<file path="src/inc/vic_defines.svh">
// constants for the vectored interrupt controller: offsets, fields, resets
// assumes a 32-bit register port and a 4-Kbyte decoded window
`ifndef VIC_DEFINES_SVH
`define VIC_DEFINES_SVH
`define VIC_BASE 32'hfffff000
`define VIC_WIN_HI 31
`define VIC_WIN_LO 12
`define OFF_MODE_LO 12'h000
`define OFF_MODE_HI 12'h07c
`define OFF_VEC_LO 12'h080
`define OFF_VEC_HI 12'h0fc
`define OFF_IVR 12'h100
`define OFF_FVR 12'h104
`define OFF_ISR 12'h108
`define OFF_IPR 12'h10c
`define OFF_IMR 12'h110
`define OFF_CISR 12'h114
`define OFF_IECR 12'h120
`define OFF_IDCR 12'h124
`define OFF_ICCR 12'h128
`define OFF_ISCR 12'h12c
`define OFF_EOI 12'h130
`define OFF_SPU 12'h134
`define OFF_DCR 12'h138
`define OFF_FFER 12'h140
`define OFF_FFDR 12'h144
`define OFF_FFSR 12'h148
`define PRIO_LSB 0
`define PRIO_MSB 2
`define TYPE_LSB 5
`define TYPE_MSB 6
`define PROT_BIT 0
`define GLOBAL_MASK_BIT_BIT 1
`define CISR_FAST_BIT 0
`define CISR_NORM_BIT 1
`define RST_WORD 32'h00000000
`define RST_STATE 2'h0
`define EXT_SRC_MASK 32'he0000001
`endif

</file>
<file path="src/inc/vic_pkg.sv">
// types shared by the vectored interrupt controller files
// assumes vic_defines.svh is available on the include path
package vic_pkg;
  typedef logic [31:0] word_t;
  typedef logic [4:0] src_id_t;
  typedef logic [2:0] prio_t;
  typedef logic [1:0] trig_t;
  // gray coded along idle -> held -> serve
  typedef enum logic [1:0] {
    ST_IDLE = 2'b00,
    ST_HELD = 2'b01,
    ST_SERVE = 2'b11
  } svc_state_t;
endpackage

</file>
<file path="src/rtl/source_trigger.sv">
// one interrupt source: polarity, level or edge sensing, pending latch
// assumes the raw input is synchronous to core_clk
`timescale 1ns/1ps
`default_nettype none
module source_trigger
  import vic_pkg::*;
#(
  parameter bit EXTERNAL = 1'b0
) (
  input wire logic core_clk,
  input wire logic rst_n,
  input wire logic raw,
  input wire trig_t trig,
  input wire logic set_pulse,
  input wire logic clr_pulse,
  output logic pending
);
  logic lvl;
  logic prev_r;
  logic armed_r;
  logic latch_r;
  logic edge_hit;

  // internal sources never invert; external invert for codes 00 and 01
  assign lvl = raw ^ (EXTERNAL && !trig[1]);
  assign edge_hit = armed_r && lvl && !prev_r;

  // armed only after the first sample, so reset release is not an edge
  always_ff @(posedge core_clk or negedge rst_n) begin
    if (!rst_n) begin
      prev_r <= 1'b0;
      armed_r <= 1'b0;
    end else begin
      prev_r <= lvl;
      armed_r <= 1'b1;
    end
  end

  // an edge or set arriving with a clear wins
  always_ff @(posedge core_clk or negedge rst_n) begin
    if (!rst_n) begin
      latch_r <= 1'b0;
    end else if (set_pulse || (trig[0] && edge_hit)) begin
      latch_r <= 1'b1;
    end else if (clr_pulse) begin
      latch_r <= 1'b0;
    end
  end

  // level sources follow the pin, so external ones show it right after reset
  assign pending = trig[0] ? latch_r : lvl;
endmodule
`default_nettype wire

</file>
<file path="src/rtl/vectored_irq_controller.sv">
// vectored interrupt controller: 32 sources, priority, vectors, masks
// assumes a single-cycle register port and sources synchronous to core_clk
//
// The plain strobed port is this design's own decision.
`timescale 1ns/1ps
`default_nettype none
`include "vic_defines.svh"
// Contract
// - vector read with nothing pending gives spurious
// - general mask holds both request lines inactive
// - general mask never blocks idle wake-up
// - decode 4-Kbyte window at fixed base
// - thirty-two mode registers, reset zero
// - thirty-two vector registers, reset zero
// - priority field 0 lowest to 7 highest
// - fast source priority is ignored
// - trigger code selects level/edge and polarity
// - internal sources have fixed polarity
// - vector read returns current source vector
// - no current interrupt returns spurious vector
// - fast vector read gives source 0 vector
// - pending resets clear except level sources (all, after reset), which follow their pins
// - four write-only source command registers
// - ones act, zeros leave sources unchanged
// - end command and spurious vector registers
// - any end write finishes current handling
// - debug control and fast redirect registers
// - core state and enable registers read-only
// - core state shows live request lines
module vectored_irq_controller
  import vic_pkg::*;
(
  input wire logic core_clk,
  input wire logic rst_n,
  input wire logic [31:0] reg_addr,
  input wire logic [31:0] reg_wdata,
  input wire logic reg_wr,
  input wire logic reg_rd,
  output logic [31:0] reg_rdata,
  input wire logic [31:0] irq_src,
  output logic normal_request_line_n,
  output logic fast_request_line_n,
  output logic wake_req
);
  //////////////////////////////////////////////////////////////////////////
  // reset release
  logic rst_meta_r;
  logic rst_sync_r;
  always_ff @(posedge core_clk or negedge rst_n) begin
    if (!rst_n) begin
      rst_meta_r <= 1'b0;
      rst_sync_r <= 1'b0;
    end else begin
      rst_meta_r <= 1'b1;
      rst_sync_r <= rst_meta_r;
    end
  end

  //////////////////////////////////////////////////////////////////////////
  // address decode
  logic hit;
  logic [11:0] off;
  logic wr;
  logic rd;
  logic mode_sel;
  logic vec_sel;
  src_id_t widx;
  assign hit = (reg_addr[`VIC_WIN_HI:`VIC_WIN_LO] ==
                20'(`VIC_BASE >> `VIC_WIN_LO));
  assign off = reg_addr[11:0];
  assign wr = reg_wr && hit;
  assign rd = reg_rd && hit;
  assign mode_sel = (off >= `OFF_MODE_LO) && (off <= `OFF_MODE_HI);
  assign vec_sel = (off >= `OFF_VEC_LO) && (off <= `OFF_VEC_HI);
  assign widx = off[6:2];

  //////////////////////////////////////////////////////////////////////////
  // configuration storage
  word_t mode_r [32];
  word_t vec_r [32];
  word_t spu_r;
  logic [1:0] dbg_r;
  logic [31:0] en_r;
  logic [31:0] ff_r;
  logic prot;
  logic global_mask_bit;
  assign prot = dbg_r[`PROT_BIT];
  assign global_mask_bit = dbg_r[`GLOBAL_MASK_BIT_BIT];

  always_ff @(posedge core_clk or negedge rst_sync_r) begin
    if (!rst_sync_r) begin
      for (int i = 0; i < 32; i++) begin
        mode_r[i] <= `RST_WORD;
        vec_r[i] <= `RST_WORD;
      end
    end else if (wr && mode_sel) begin
      mode_r[widx] <= `RST_WORD;
      mode_r[widx][`TYPE_MSB:`TYPE_LSB] <= reg_wdata[`TYPE_MSB:`TYPE_LSB];
      mode_r[widx][`PRIO_MSB:`PRIO_LSB] <= reg_wdata[`PRIO_MSB:`PRIO_LSB];
    end else if (wr && vec_sel) begin
      vec_r[widx] <= reg_wdata;
    end
  end

  always_ff @(posedge core_clk or negedge rst_sync_r) begin
    if (!rst_sync_r) begin
      spu_r <= `RST_WORD;
      dbg_r <= `RST_STATE;
    end else if (wr && off == `OFF_SPU) begin
      spu_r <= reg_wdata;
    end else if (wr && off == `OFF_DCR) begin
      dbg_r <= reg_wdata[1:0];
    end
  end

  // zeros leave bits alone; enable and disable never meet in one cycle
  always_ff @(posedge core_clk or negedge rst_sync_r) begin
    if (!rst_sync_r) begin
      en_r <= `RST_WORD;
      ff_r <= `RST_WORD;
    end else if (wr) begin
      if (off == `OFF_IECR) begin
        en_r <= en_r | reg_wdata;
      end
      if (off == `OFF_IDCR) begin
        en_r <= en_r & ~reg_wdata;
      end
      // source 0 is the fast source already, redirect has no meaning there
      if (off == `OFF_FFER) begin
        ff_r <= (ff_r | reg_wdata) & 32'hfffffffe;
      end
      if (off == `OFF_FFDR) begin
        ff_r <= ff_r & ~reg_wdata;
      end
    end
  end

  //////////////////////////////////////////////////////////////////////////
  // sources
  logic [31:0] pend;
  logic [31:0] ack_clr;
  logic [31:0] set_cmd;
  logic [31:0] clr_cmd;
  assign set_cmd = (wr && off == `OFF_ISCR) ? reg_wdata : 32'h0;
  assign clr_cmd = (wr && off == `OFF_ICCR) ? reg_wdata : 32'h0;

  for (genvar g = 0; g < 32; g++) begin : g_src
    source_trigger #(
      .EXTERNAL(1'(`EXT_SRC_MASK >> g))
    ) u_src (
      .core_clk(core_clk),
      .rst_n(rst_sync_r),
      .raw(irq_src[g]),
      .trig(mode_r[g][`TYPE_MSB:`TYPE_LSB]),
      .set_pulse(set_cmd[g]),
      .clr_pulse(clr_cmd[g] | ack_clr[g]),
      .pending(pend[g])
    );
  end

  //////////////////////////////////////////////////////////////////////////
  // priority resolution over the normal sources
  logic [31:0] live;
  logic cand_valid;
  src_id_t cand_id;
  prio_t cand_prio;
  assign live = pend & en_r;

  // source 0 is skipped: its priority field never ranks; ties go low index
  always_comb begin
    cand_valid = 1'b0;
    cand_id = 5'h00;
    cand_prio = 3'h0;
    for (int i = 31; i >= 1; i--) begin
      if (live[i] && !ff_r[i] &&
          (!cand_valid ||
           mode_r[i][`PRIO_MSB:`PRIO_LSB] >= cand_prio)) begin
        cand_valid = 1'b1;
        cand_id = 5'(i);
        cand_prio = mode_r[i][`PRIO_MSB:`PRIO_LSB];
      end
    end
  end

  //////////////////////////////////////////////////////////////////////////
  // handling state
  svc_state_t state_r;
  src_id_t cur_id_r;
  src_id_t held_id_r;
  prio_t cur_prio_r;
  logic avail;
  logic ivr_rd;
  logic ivr_wr;
  logic fvr_rd;
  logic take;
  src_id_t take_id;
  logic fast_live;

  // no stack: a higher level preempts the current one but is not nested
  assign avail = cand_valid &&
                 (state_r != ST_SERVE || cand_prio > cur_prio_r);
  assign ivr_rd = rd && off == `OFF_IVR;
  assign ivr_wr = wr && off == `OFF_IVR;
  assign fvr_rd = rd && off == `OFF_FVR;
  assign take = (ivr_rd && avail && !prot) ||
                (ivr_wr && prot && state_r == ST_HELD);
  assign take_id = (state_r == ST_HELD) ? held_id_r : cand_id;
  assign fast_live = live[0] || (|(live & ff_r));

  always_ff @(posedge core_clk or negedge rst_sync_r) begin
    if (!rst_sync_r) begin
      state_r <= ST_IDLE;
      cur_id_r <= 5'h00;
      held_id_r <= 5'h00;
      cur_prio_r <= 3'h0;
    end else if (wr && off == `OFF_EOI) begin
      state_r <= ST_IDLE;
    end else if (take) begin
      state_r <= ST_SERVE;
      cur_id_r <= take_id;
      cur_prio_r <= mode_r[take_id][`PRIO_MSB:`PRIO_LSB];
    end else begin
      case (state_r)
        ST_IDLE, ST_SERVE: begin
          if (ivr_rd && avail && prot) begin
            state_r <= ST_HELD;
            held_id_r <= cand_id;
          end
        end
        ST_HELD: begin
          if (ivr_rd && avail) begin
            held_id_r <= cand_id;
          end
        end
        default: begin
          state_r <= ST_IDLE;
        end
      endcase
    end
  end

  // acknowledge drops edge latches; level sources clear at their origin
  always_comb begin
    ack_clr = 32'h0;
    if (take && mode_r[take_id][`TYPE_LSB]) begin
      ack_clr[take_id] = 1'b1;
    end
    if (fvr_rd && live[0] && mode_r[0][`TYPE_LSB]) begin
      ack_clr[0] = 1'b1;
    end
  end

  //////////////////////////////////////////////////////////////////////////
  // request lines, active low to the core
  logic norm_act;
  logic fast_act;
  assign norm_act = avail && !global_mask_bit;
  assign fast_act = fast_live && !global_mask_bit;
  assign normal_request_line_n = !norm_act;
  assign fast_request_line_n = !fast_act;
  // wake ignores the general mask so idle cores still resume
  assign wake_req = |live;

  //////////////////////////////////////////////////////////////////////////
  // read data, one cycle after the strobe
  word_t rd_nxt;
  always_comb begin
    rd_nxt = `RST_WORD;
    if (mode_sel) begin
      rd_nxt = mode_r[widx];
    end else if (vec_sel) begin
      rd_nxt = vec_r[widx];
    end else begin
      case (off)
        `OFF_IVR: rd_nxt = avail ? vec_r[cand_id] : spu_r;
        `OFF_FVR: rd_nxt = fast_live ? vec_r[0] : spu_r;
        `OFF_ISR: rd_nxt = {27'h0, cur_id_r};
        `OFF_IPR: rd_nxt = pend;
        `OFF_IMR: rd_nxt = en_r;
        `OFF_CISR: rd_nxt = {30'h0, norm_act, fast_act};
        `OFF_SPU: rd_nxt = spu_r;
        `OFF_DCR: rd_nxt = {30'h0, dbg_r};
        `OFF_FFSR: rd_nxt = ff_r;
        default: rd_nxt = `RST_WORD;
      endcase
    end
  end

  always_ff @(posedge core_clk or negedge rst_sync_r) begin
    if (!rst_sync_r) begin
      reg_rdata <= `RST_WORD;
    end else if (rd) begin
      reg_rdata <= rd_nxt;
    end else begin
      reg_rdata <= `RST_WORD;
    end
  end

  //////////////////////////////////////////////////////////////////////////
  // checks
  property p_spurious;
    @(posedge core_clk) disable iff (!rst_sync_r)
    ivr_rd && !avail |=> reg_rdata == $past(spu_r);
  endproperty
  a_spurious: assert property (p_spurious)
    else $error("spurious vector not returned");

  property p_global_mask_bit;
    @(posedge core_clk) disable iff (!rst_sync_r)
    global_mask_bit |-> normal_request_line_n && fast_request_line_n;
  endproperty
  a_global_mask_bit: assert property (p_global_mask_bit)
    else $error("request line active under general mask");

  property p_wake;
    @(posedge core_clk) disable iff (!rst_sync_r)
    (|(pend & en_r)) |-> wake_req;
  endproperty
  a_wake: assert property (p_wake)
    else $error("wake lost");

  property p_ivr;
    @(posedge core_clk) disable iff (!rst_sync_r)
    ivr_rd && avail |=> reg_rdata == vec_r[$past(cand_id)];
  endproperty
  a_ivr: assert property (p_ivr)
    else $error("wrong current vector");

  property p_fvr;
    @(posedge core_clk) disable iff (!rst_sync_r)
    fvr_rd |=> reg_rdata == ($past(fast_live) ? $past(vec_r[0])
                                              : $past(spu_r));
  endproperty
  a_fvr: assert property (p_fvr)
    else $error("wrong fast vector");

  property p_enable;
    @(posedge core_clk) disable iff (!rst_sync_r)
    wr && off == `OFF_IECR |=> (en_r & $past(reg_wdata)) == $past(reg_wdata);
  endproperty
  a_enable: assert property (p_enable)
    else $error("enable command lost");

  property p_eoi;
    @(posedge core_clk) disable iff (!rst_sync_r)
    wr && off == `OFF_EOI |=> state_r == ST_IDLE;
  endproperty
  a_eoi: assert property (p_eoi)
    else $error("end command did not finish handling");

  property p_cisr;
    @(posedge core_clk) disable iff (!rst_sync_r)
    rd && off == `OFF_CISR |=>
      reg_rdata[`CISR_NORM_BIT] == !$past(normal_request_line_n) &&
      reg_rdata[`CISR_FAST_BIT] == !$past(fast_request_line_n);
  endproperty
  a_cisr: assert property (p_cisr)
    else $error("core state mismatch");

  property p_reserved;
    @(posedge core_clk) disable iff (!rst_sync_r)
    rd && (off == 12'h118 || off == 12'h13c || off >= 12'h14c) |=>
      reg_rdata == 32'h0;
  endproperty
  a_reserved: assert property (p_reserved)
    else $error("reserved offset read nonzero");

  c_take: cover property (@(posedge core_clk) disable iff (!rst_sync_r)
    take ##[1:20] (wr && off == `OFF_EOI));
  c_spur: cover property (@(posedge core_clk) disable iff (!rst_sync_r)
    ivr_rd && !avail);
  c_fast: cover property (@(posedge core_clk) disable iff (!rst_sync_r)
    fast_act && |(live & ff_r));
  c_held: cover property (@(posedge core_clk) disable iff (!rst_sync_r)
    state_r == ST_HELD ##[1:10] take);
endmodule
`default_nettype wire

</file>
<file path="config.mk">
export PLATFORM = sky130hd
export DESIGN_NAME = vectored_irq_controller
export DESIGN_NICKNAME = d
export VERILOG_FILES = /design/src/inc/vic_pkg.sv /design/src/rtl/source_trigger.sv /design/src/rtl/vectored_irq_controller.sv
export VERILOG_INCLUDE_DIRS = /design/src /design/src/inc
export SDC_FILE = /design/constraint.sdc
export NUM_CORES = 2
export LEC_CHECK = 0
export ABC_AREA = 1
export BUFFER_PORTS_ARGS = -buffer_cell sky130_fd_sc_hd__buf_2
export CELL_PAD_IN_SITES_DETAIL_PLACEMENT = 2
export CELL_PAD_IN_SITES_GLOBAL_PLACEMENT = 2
export CORE_MARGIN = 5
export CORE_UTILIZATION = 35
export CTS_BUF_LIST = sky130_fd_sc_hd__clkbuf_16
export DETAILED_ROUTE_END_ITERATION = 6
export PLACE_DENSITY_LB_ADDON = 0.1
export RECOVER_POWER = 100
export SETUP_SLACK_MARGIN = 0.15
export SLEW_MARGIN = 20
export SYNTH_ARGS = -nofsm -noshare
export SYNTH_HDL_FRONTEND = slang
export SYNTH_SLANG_ARGS = --single-unit
</file>
<file path="constraint.sdc">
create_clock -name core_clk -period 62 [get_ports core_clk]
set_input_delay 6.2 -clock core_clk [delete_from_list [all_inputs] [get_ports core_clk]]
set_output_delay 6.2 -clock core_clk [all_outputs]
set_load 0.1 [all_outputs]
</file>
==> results by stage <==
Placement:
- Once placement completed, the tool counted placed cells totaling 17200.
- The placed instance area is 114000 sq um.
- The count of buffers added on input and output ports is 134.
- After legalization and detailed placement, the total HPWL measured 349000 um.
- Routability-driven placement finished with a final weighted congestion of 0.918.

Critical path:
- The worst setup path is of the in2reg kind.
- In this run the worst path has a maximum fanout of 39.
- The critical path's most frequent cell is nand2_1.
- The critical register-to-register path endpoint is reg_rdata[24].
- The worst setup path is captured at a register.
- The arrival time of the worst setup path is 54.27 ns.
- For this run, the slowest stage of the critical path takes 2.70 ns.
- The timing startpoint of the critical path is irq_src[31].
- For the worst setup path, the data required time is 62.86 ns.
- For the worst flop-to-flop path, the logic depth is 290.
- The worst setup path is launched from a primary input.
- The standard cell with the maximum stage delay on the critical path is clkinvlp_2.
- The setup check on the worst reg-to-reg path leaves a slack of 13.77 ns.

Logic synthesis:
- After synthesis, the most frequently instantiated cells are 2751 x nand2_1, 2260 x dfrtp_1, 1840 x o21ai_0.
- The fraction of the mapped netlist area in compound gates is 18.0%.
- The cell area after technology mapping is 110000 sq um.
- The adder-cell share of the synthesized area is 0.828%.
- Yosys mapped a number of flops with a built-in enable equal to 0.
- The synthesized netlist contains 63 unique library cells.
- After synthesis, the cell types taking the most area are dfrtp_1 51%, nand2_1 9.4%, o21ai_0 8.4%.
- During synthesis, Yosys emitted a total of 0 warnings.
- The top cell type's share of synthesized area is 51.3%.
- The post-synthesis cell count is 13700.
- Sequential cells were found to cover 51.3% of the synthesized design area.
- For this run, the leading register cell type out of synthesis is dfrtp_1.
- Of all flip-flops after synthesis, the portion carrying an async set or reset was 100%.
- The synthesized design contains 2260 register bits.
- By area, the combinational part of the netlist is dominated by simple AND/OR/NAND/NOR gates.
- The cell type with the highest aggregate area in the netlist is dfrtp_1.
- The dominant cell by count in the synthesized netlist is nand2_1.
- After Yosys synthesis, and, or, nand and nor cells account for 20.6% of the synthesized area.
- A synthesized cell averages 8.03 sq um.
- The synthesized netlist devotes 0.00794% of its cell area to XOR and XNOR gates.
- The post-synthesis mux area share is 0%.

Global routing:
- The overall fraction of global-route tracks in use is 34.0%.
- The first global-routing pass estimated 822000 um of wire.
- The number of antenna violations at the first check in global routing is 37.
- After global routing the overflow that remains totals 0.
- The via count of the first global-routing pass was 115000.
- The pin count of the biggest net entering global routing is 180.

Worst hold path:
- The worst hold endpoint is rst_sync_r.
- The worst hold path passes through 0 cells.
- In this run the worst hold path is classified as reg2reg.
- The startpoint identified for the worst hold timing path is rst_meta_r.

Timing:
- The maximum achievable frequency is 18.7 MHz.
- After layout, the worst path uses 86.1% of the clock period.
- The final setup skew is 0.0713 ns.
- For the finished layout, the period the worst path requires is 53.41 ns.
- The total count of max-transition violations in the final report is 6022.
- The count of final setup violators is 0.
- The number of hold violations in the final report was 0.
- Setup repair after global routing left no endpoint under its margin.
- The transition time of the tightest slew-check pin is 8.99 ns.
- The headroom to the max-slew limit is -500%.
- The setup TNS is 0 ns.

Clocking:
- After clock tree synthesis, the clock-pin slew on the worst setup and hold paths is 0.06 ns.
- The source-to-sink clock delay at the later pin of the worst-skew pair is 0.92 ns.
- The number of hold buffers added after cts is 0.
- The CTS H-tree depth is 5.
- The CTS tree is yes.
- No sink is reached through more buffers than the 4 on the longest clock path.
- Buffers inserted during clock tree synthesis total 282.
- In this run, post-CTS repair resized a total of 0 instances.
- The library cell used as clock root buffer is clkbuf_16.
- The TritonCTS sink count is 2260.
- The number of post-CTS setup repair buffers is 0.

Die:
- The placeable core region is 314000 sq um.
- The floorplan step defined a die boundary enclosing 326000 sq um.
- The die is 571 um wide.
- For this configuration, the core starts out at a cell density of 35.1%.
- Measured along the y axis, the die boundary spans 571 um.
- The floorplan has 206 rows.
- For this design the top-level I/O count stands at 135.

Final layout:
- The share of the core filled with cells is 38.8%.
- The fraction of layout instances using a drive strength above 1 is 5.76%.
- The final-stage net count is 13500.
- The filler cell count is 35400.
- The layout-stage area growth over the synthesis result is 10.6%.
- Once layout is done, the placed cells without fillers occupy 122000 sq um.
- For this run, the number of standard cells in the final layout without fillers is 17800.

Status:
- The final reports fail on max-capacitance violations, max-slew violations.
- The run finished, with violations left.

Detailed routing:
- The final wirelength is 568000 um.
- The routed layout has 106000 vias.
- The detail-routed net length per standard cell is 32.0 um.
- The remaining number of nets flagged by the antenna check after routing is 0.
- In this run, the number of DRC markers left after iteration 0 of detailed routing was 9287.
- The number of vias per cell after detailed routing is 5.99.
- The post-route DRC violation count is 0.
- The first detailed-routing pass took 6 iterations.

Power:
- The total power divided by cell area is 26.6 nW/um^2.
- The maximum resistive drop on vdd is 20.3 uV.
- The total power is 3.24 mW.
- The leakage power figure is 55.9 nW.

Flow run:
- Max-cap violations in this run came to 136.
## critical path, delay by kind of cell
| family | cells | cell delay [ns] |
|---|---|---|
| compound gates | 64 | 10.34 |
| simple gates | 149 | 19.07 |
| fa+ha+maj | 30 | 8.77 |
| buf+inv | 47 | 9.70 |
## per-stage QoR
step                hold WS, ns  setup slack [ns]
CTS                       0.353             12.25
global placement          0.334             12.74
floorplan                 0.331             19.37
global route              0.357              4.01
detailed placement        0.339             12.38
finish                    0.348              8.59
## cells by family (layout without fill, tap and decap cells)
logic type	count (synthesis)	count (layout)
AND/OR/NAND/NOR	5388	5388
other	1	22
AO/OA/AOI/OAI	3480	3480
buffers and inverters	2520	2379
XOR/XNOR	1	1
adder cells (fa/ha/maj)	73	73
flip-flops	2260	2260
## placed cells by master, fill, tap and decap left out, drive strengths merged, types with 25 or more instances in the layout
master	count
ha	73
clkbuf	453
o31ai	34
nor3	26
o221ai	70
a221oi	73
inv	1544
nand3	1154
a21oi	254
or2	25
o21ai	1860
a22oi	37
nand2	2836
o211ai	67
nor2	1185
nand4	132
clkinv	140
o22ai	956
dfrtp	2260
a31oi	69
buf	227
## registers in the layout, summed over array words and instances, names as in the netlist, 2 cells and up, named ones only
signal / flops
mode_r: 864
cur_id_r: 5
spu_r: 32
vec_r: 1024
dbg_r: 2
held_id_r: 5
cur_prio_r: 3
g_src.u_src.latch_r: 32
state_r: 2
g_src.u_src.prev_r: 32
reg_rdata: 32
## power breakdown
part	total [mW]	switching (mW)	internal (mW)
Sequential	1.48	0.00108	1.48
Clock	1.59	0.692	0.903
Combinational	0.167	0.140	0.0274
Total	3.24	0.833	2.41
## final cells by class
type                    instances  area (sq um)  share of cell area (%)
flip-flops and latches       2260         56600                    46.4
multi-input cells            8944         43600                    35.8
diodes                         20          50.0                  0.0410
well taps                    4160          5200                    4.27
clock inverters               207          1230                    1.01
repair buffers                386          2310                    1.89
inverters                    1492          5640                    4.62
clock buffers                 294          7360                    6.03
## routing by layer
metal | GRT usage, % | vias up | part of all wire, %
li1 | - | 45100 | -
met1 | 45.5 | 56300 | 43
met2 | 54.1 | 3789 | 45
met3 | 4.99 | 1196 | 6.5
met4 | 16.9 | 8 | 5.8
met5 | 0 | - | 0.0088
## how the worst max path moves through the flow
stage                       endpoint  slack [ns]  depth (start not counted)
2_1_floorplan  normal_request_line_n       19.37                        300
5_1_grt        normal_request_line_n        4.01                        296
3_5_place_dp   normal_request_line_n       12.38                        292
4_1_cts        normal_request_line_n       12.25                        292
3_3_place_gp   normal_request_line_n       12.74                        298
6_report               reg_rdata[24]        8.59                        290
(Power assumes the default switching activity.)
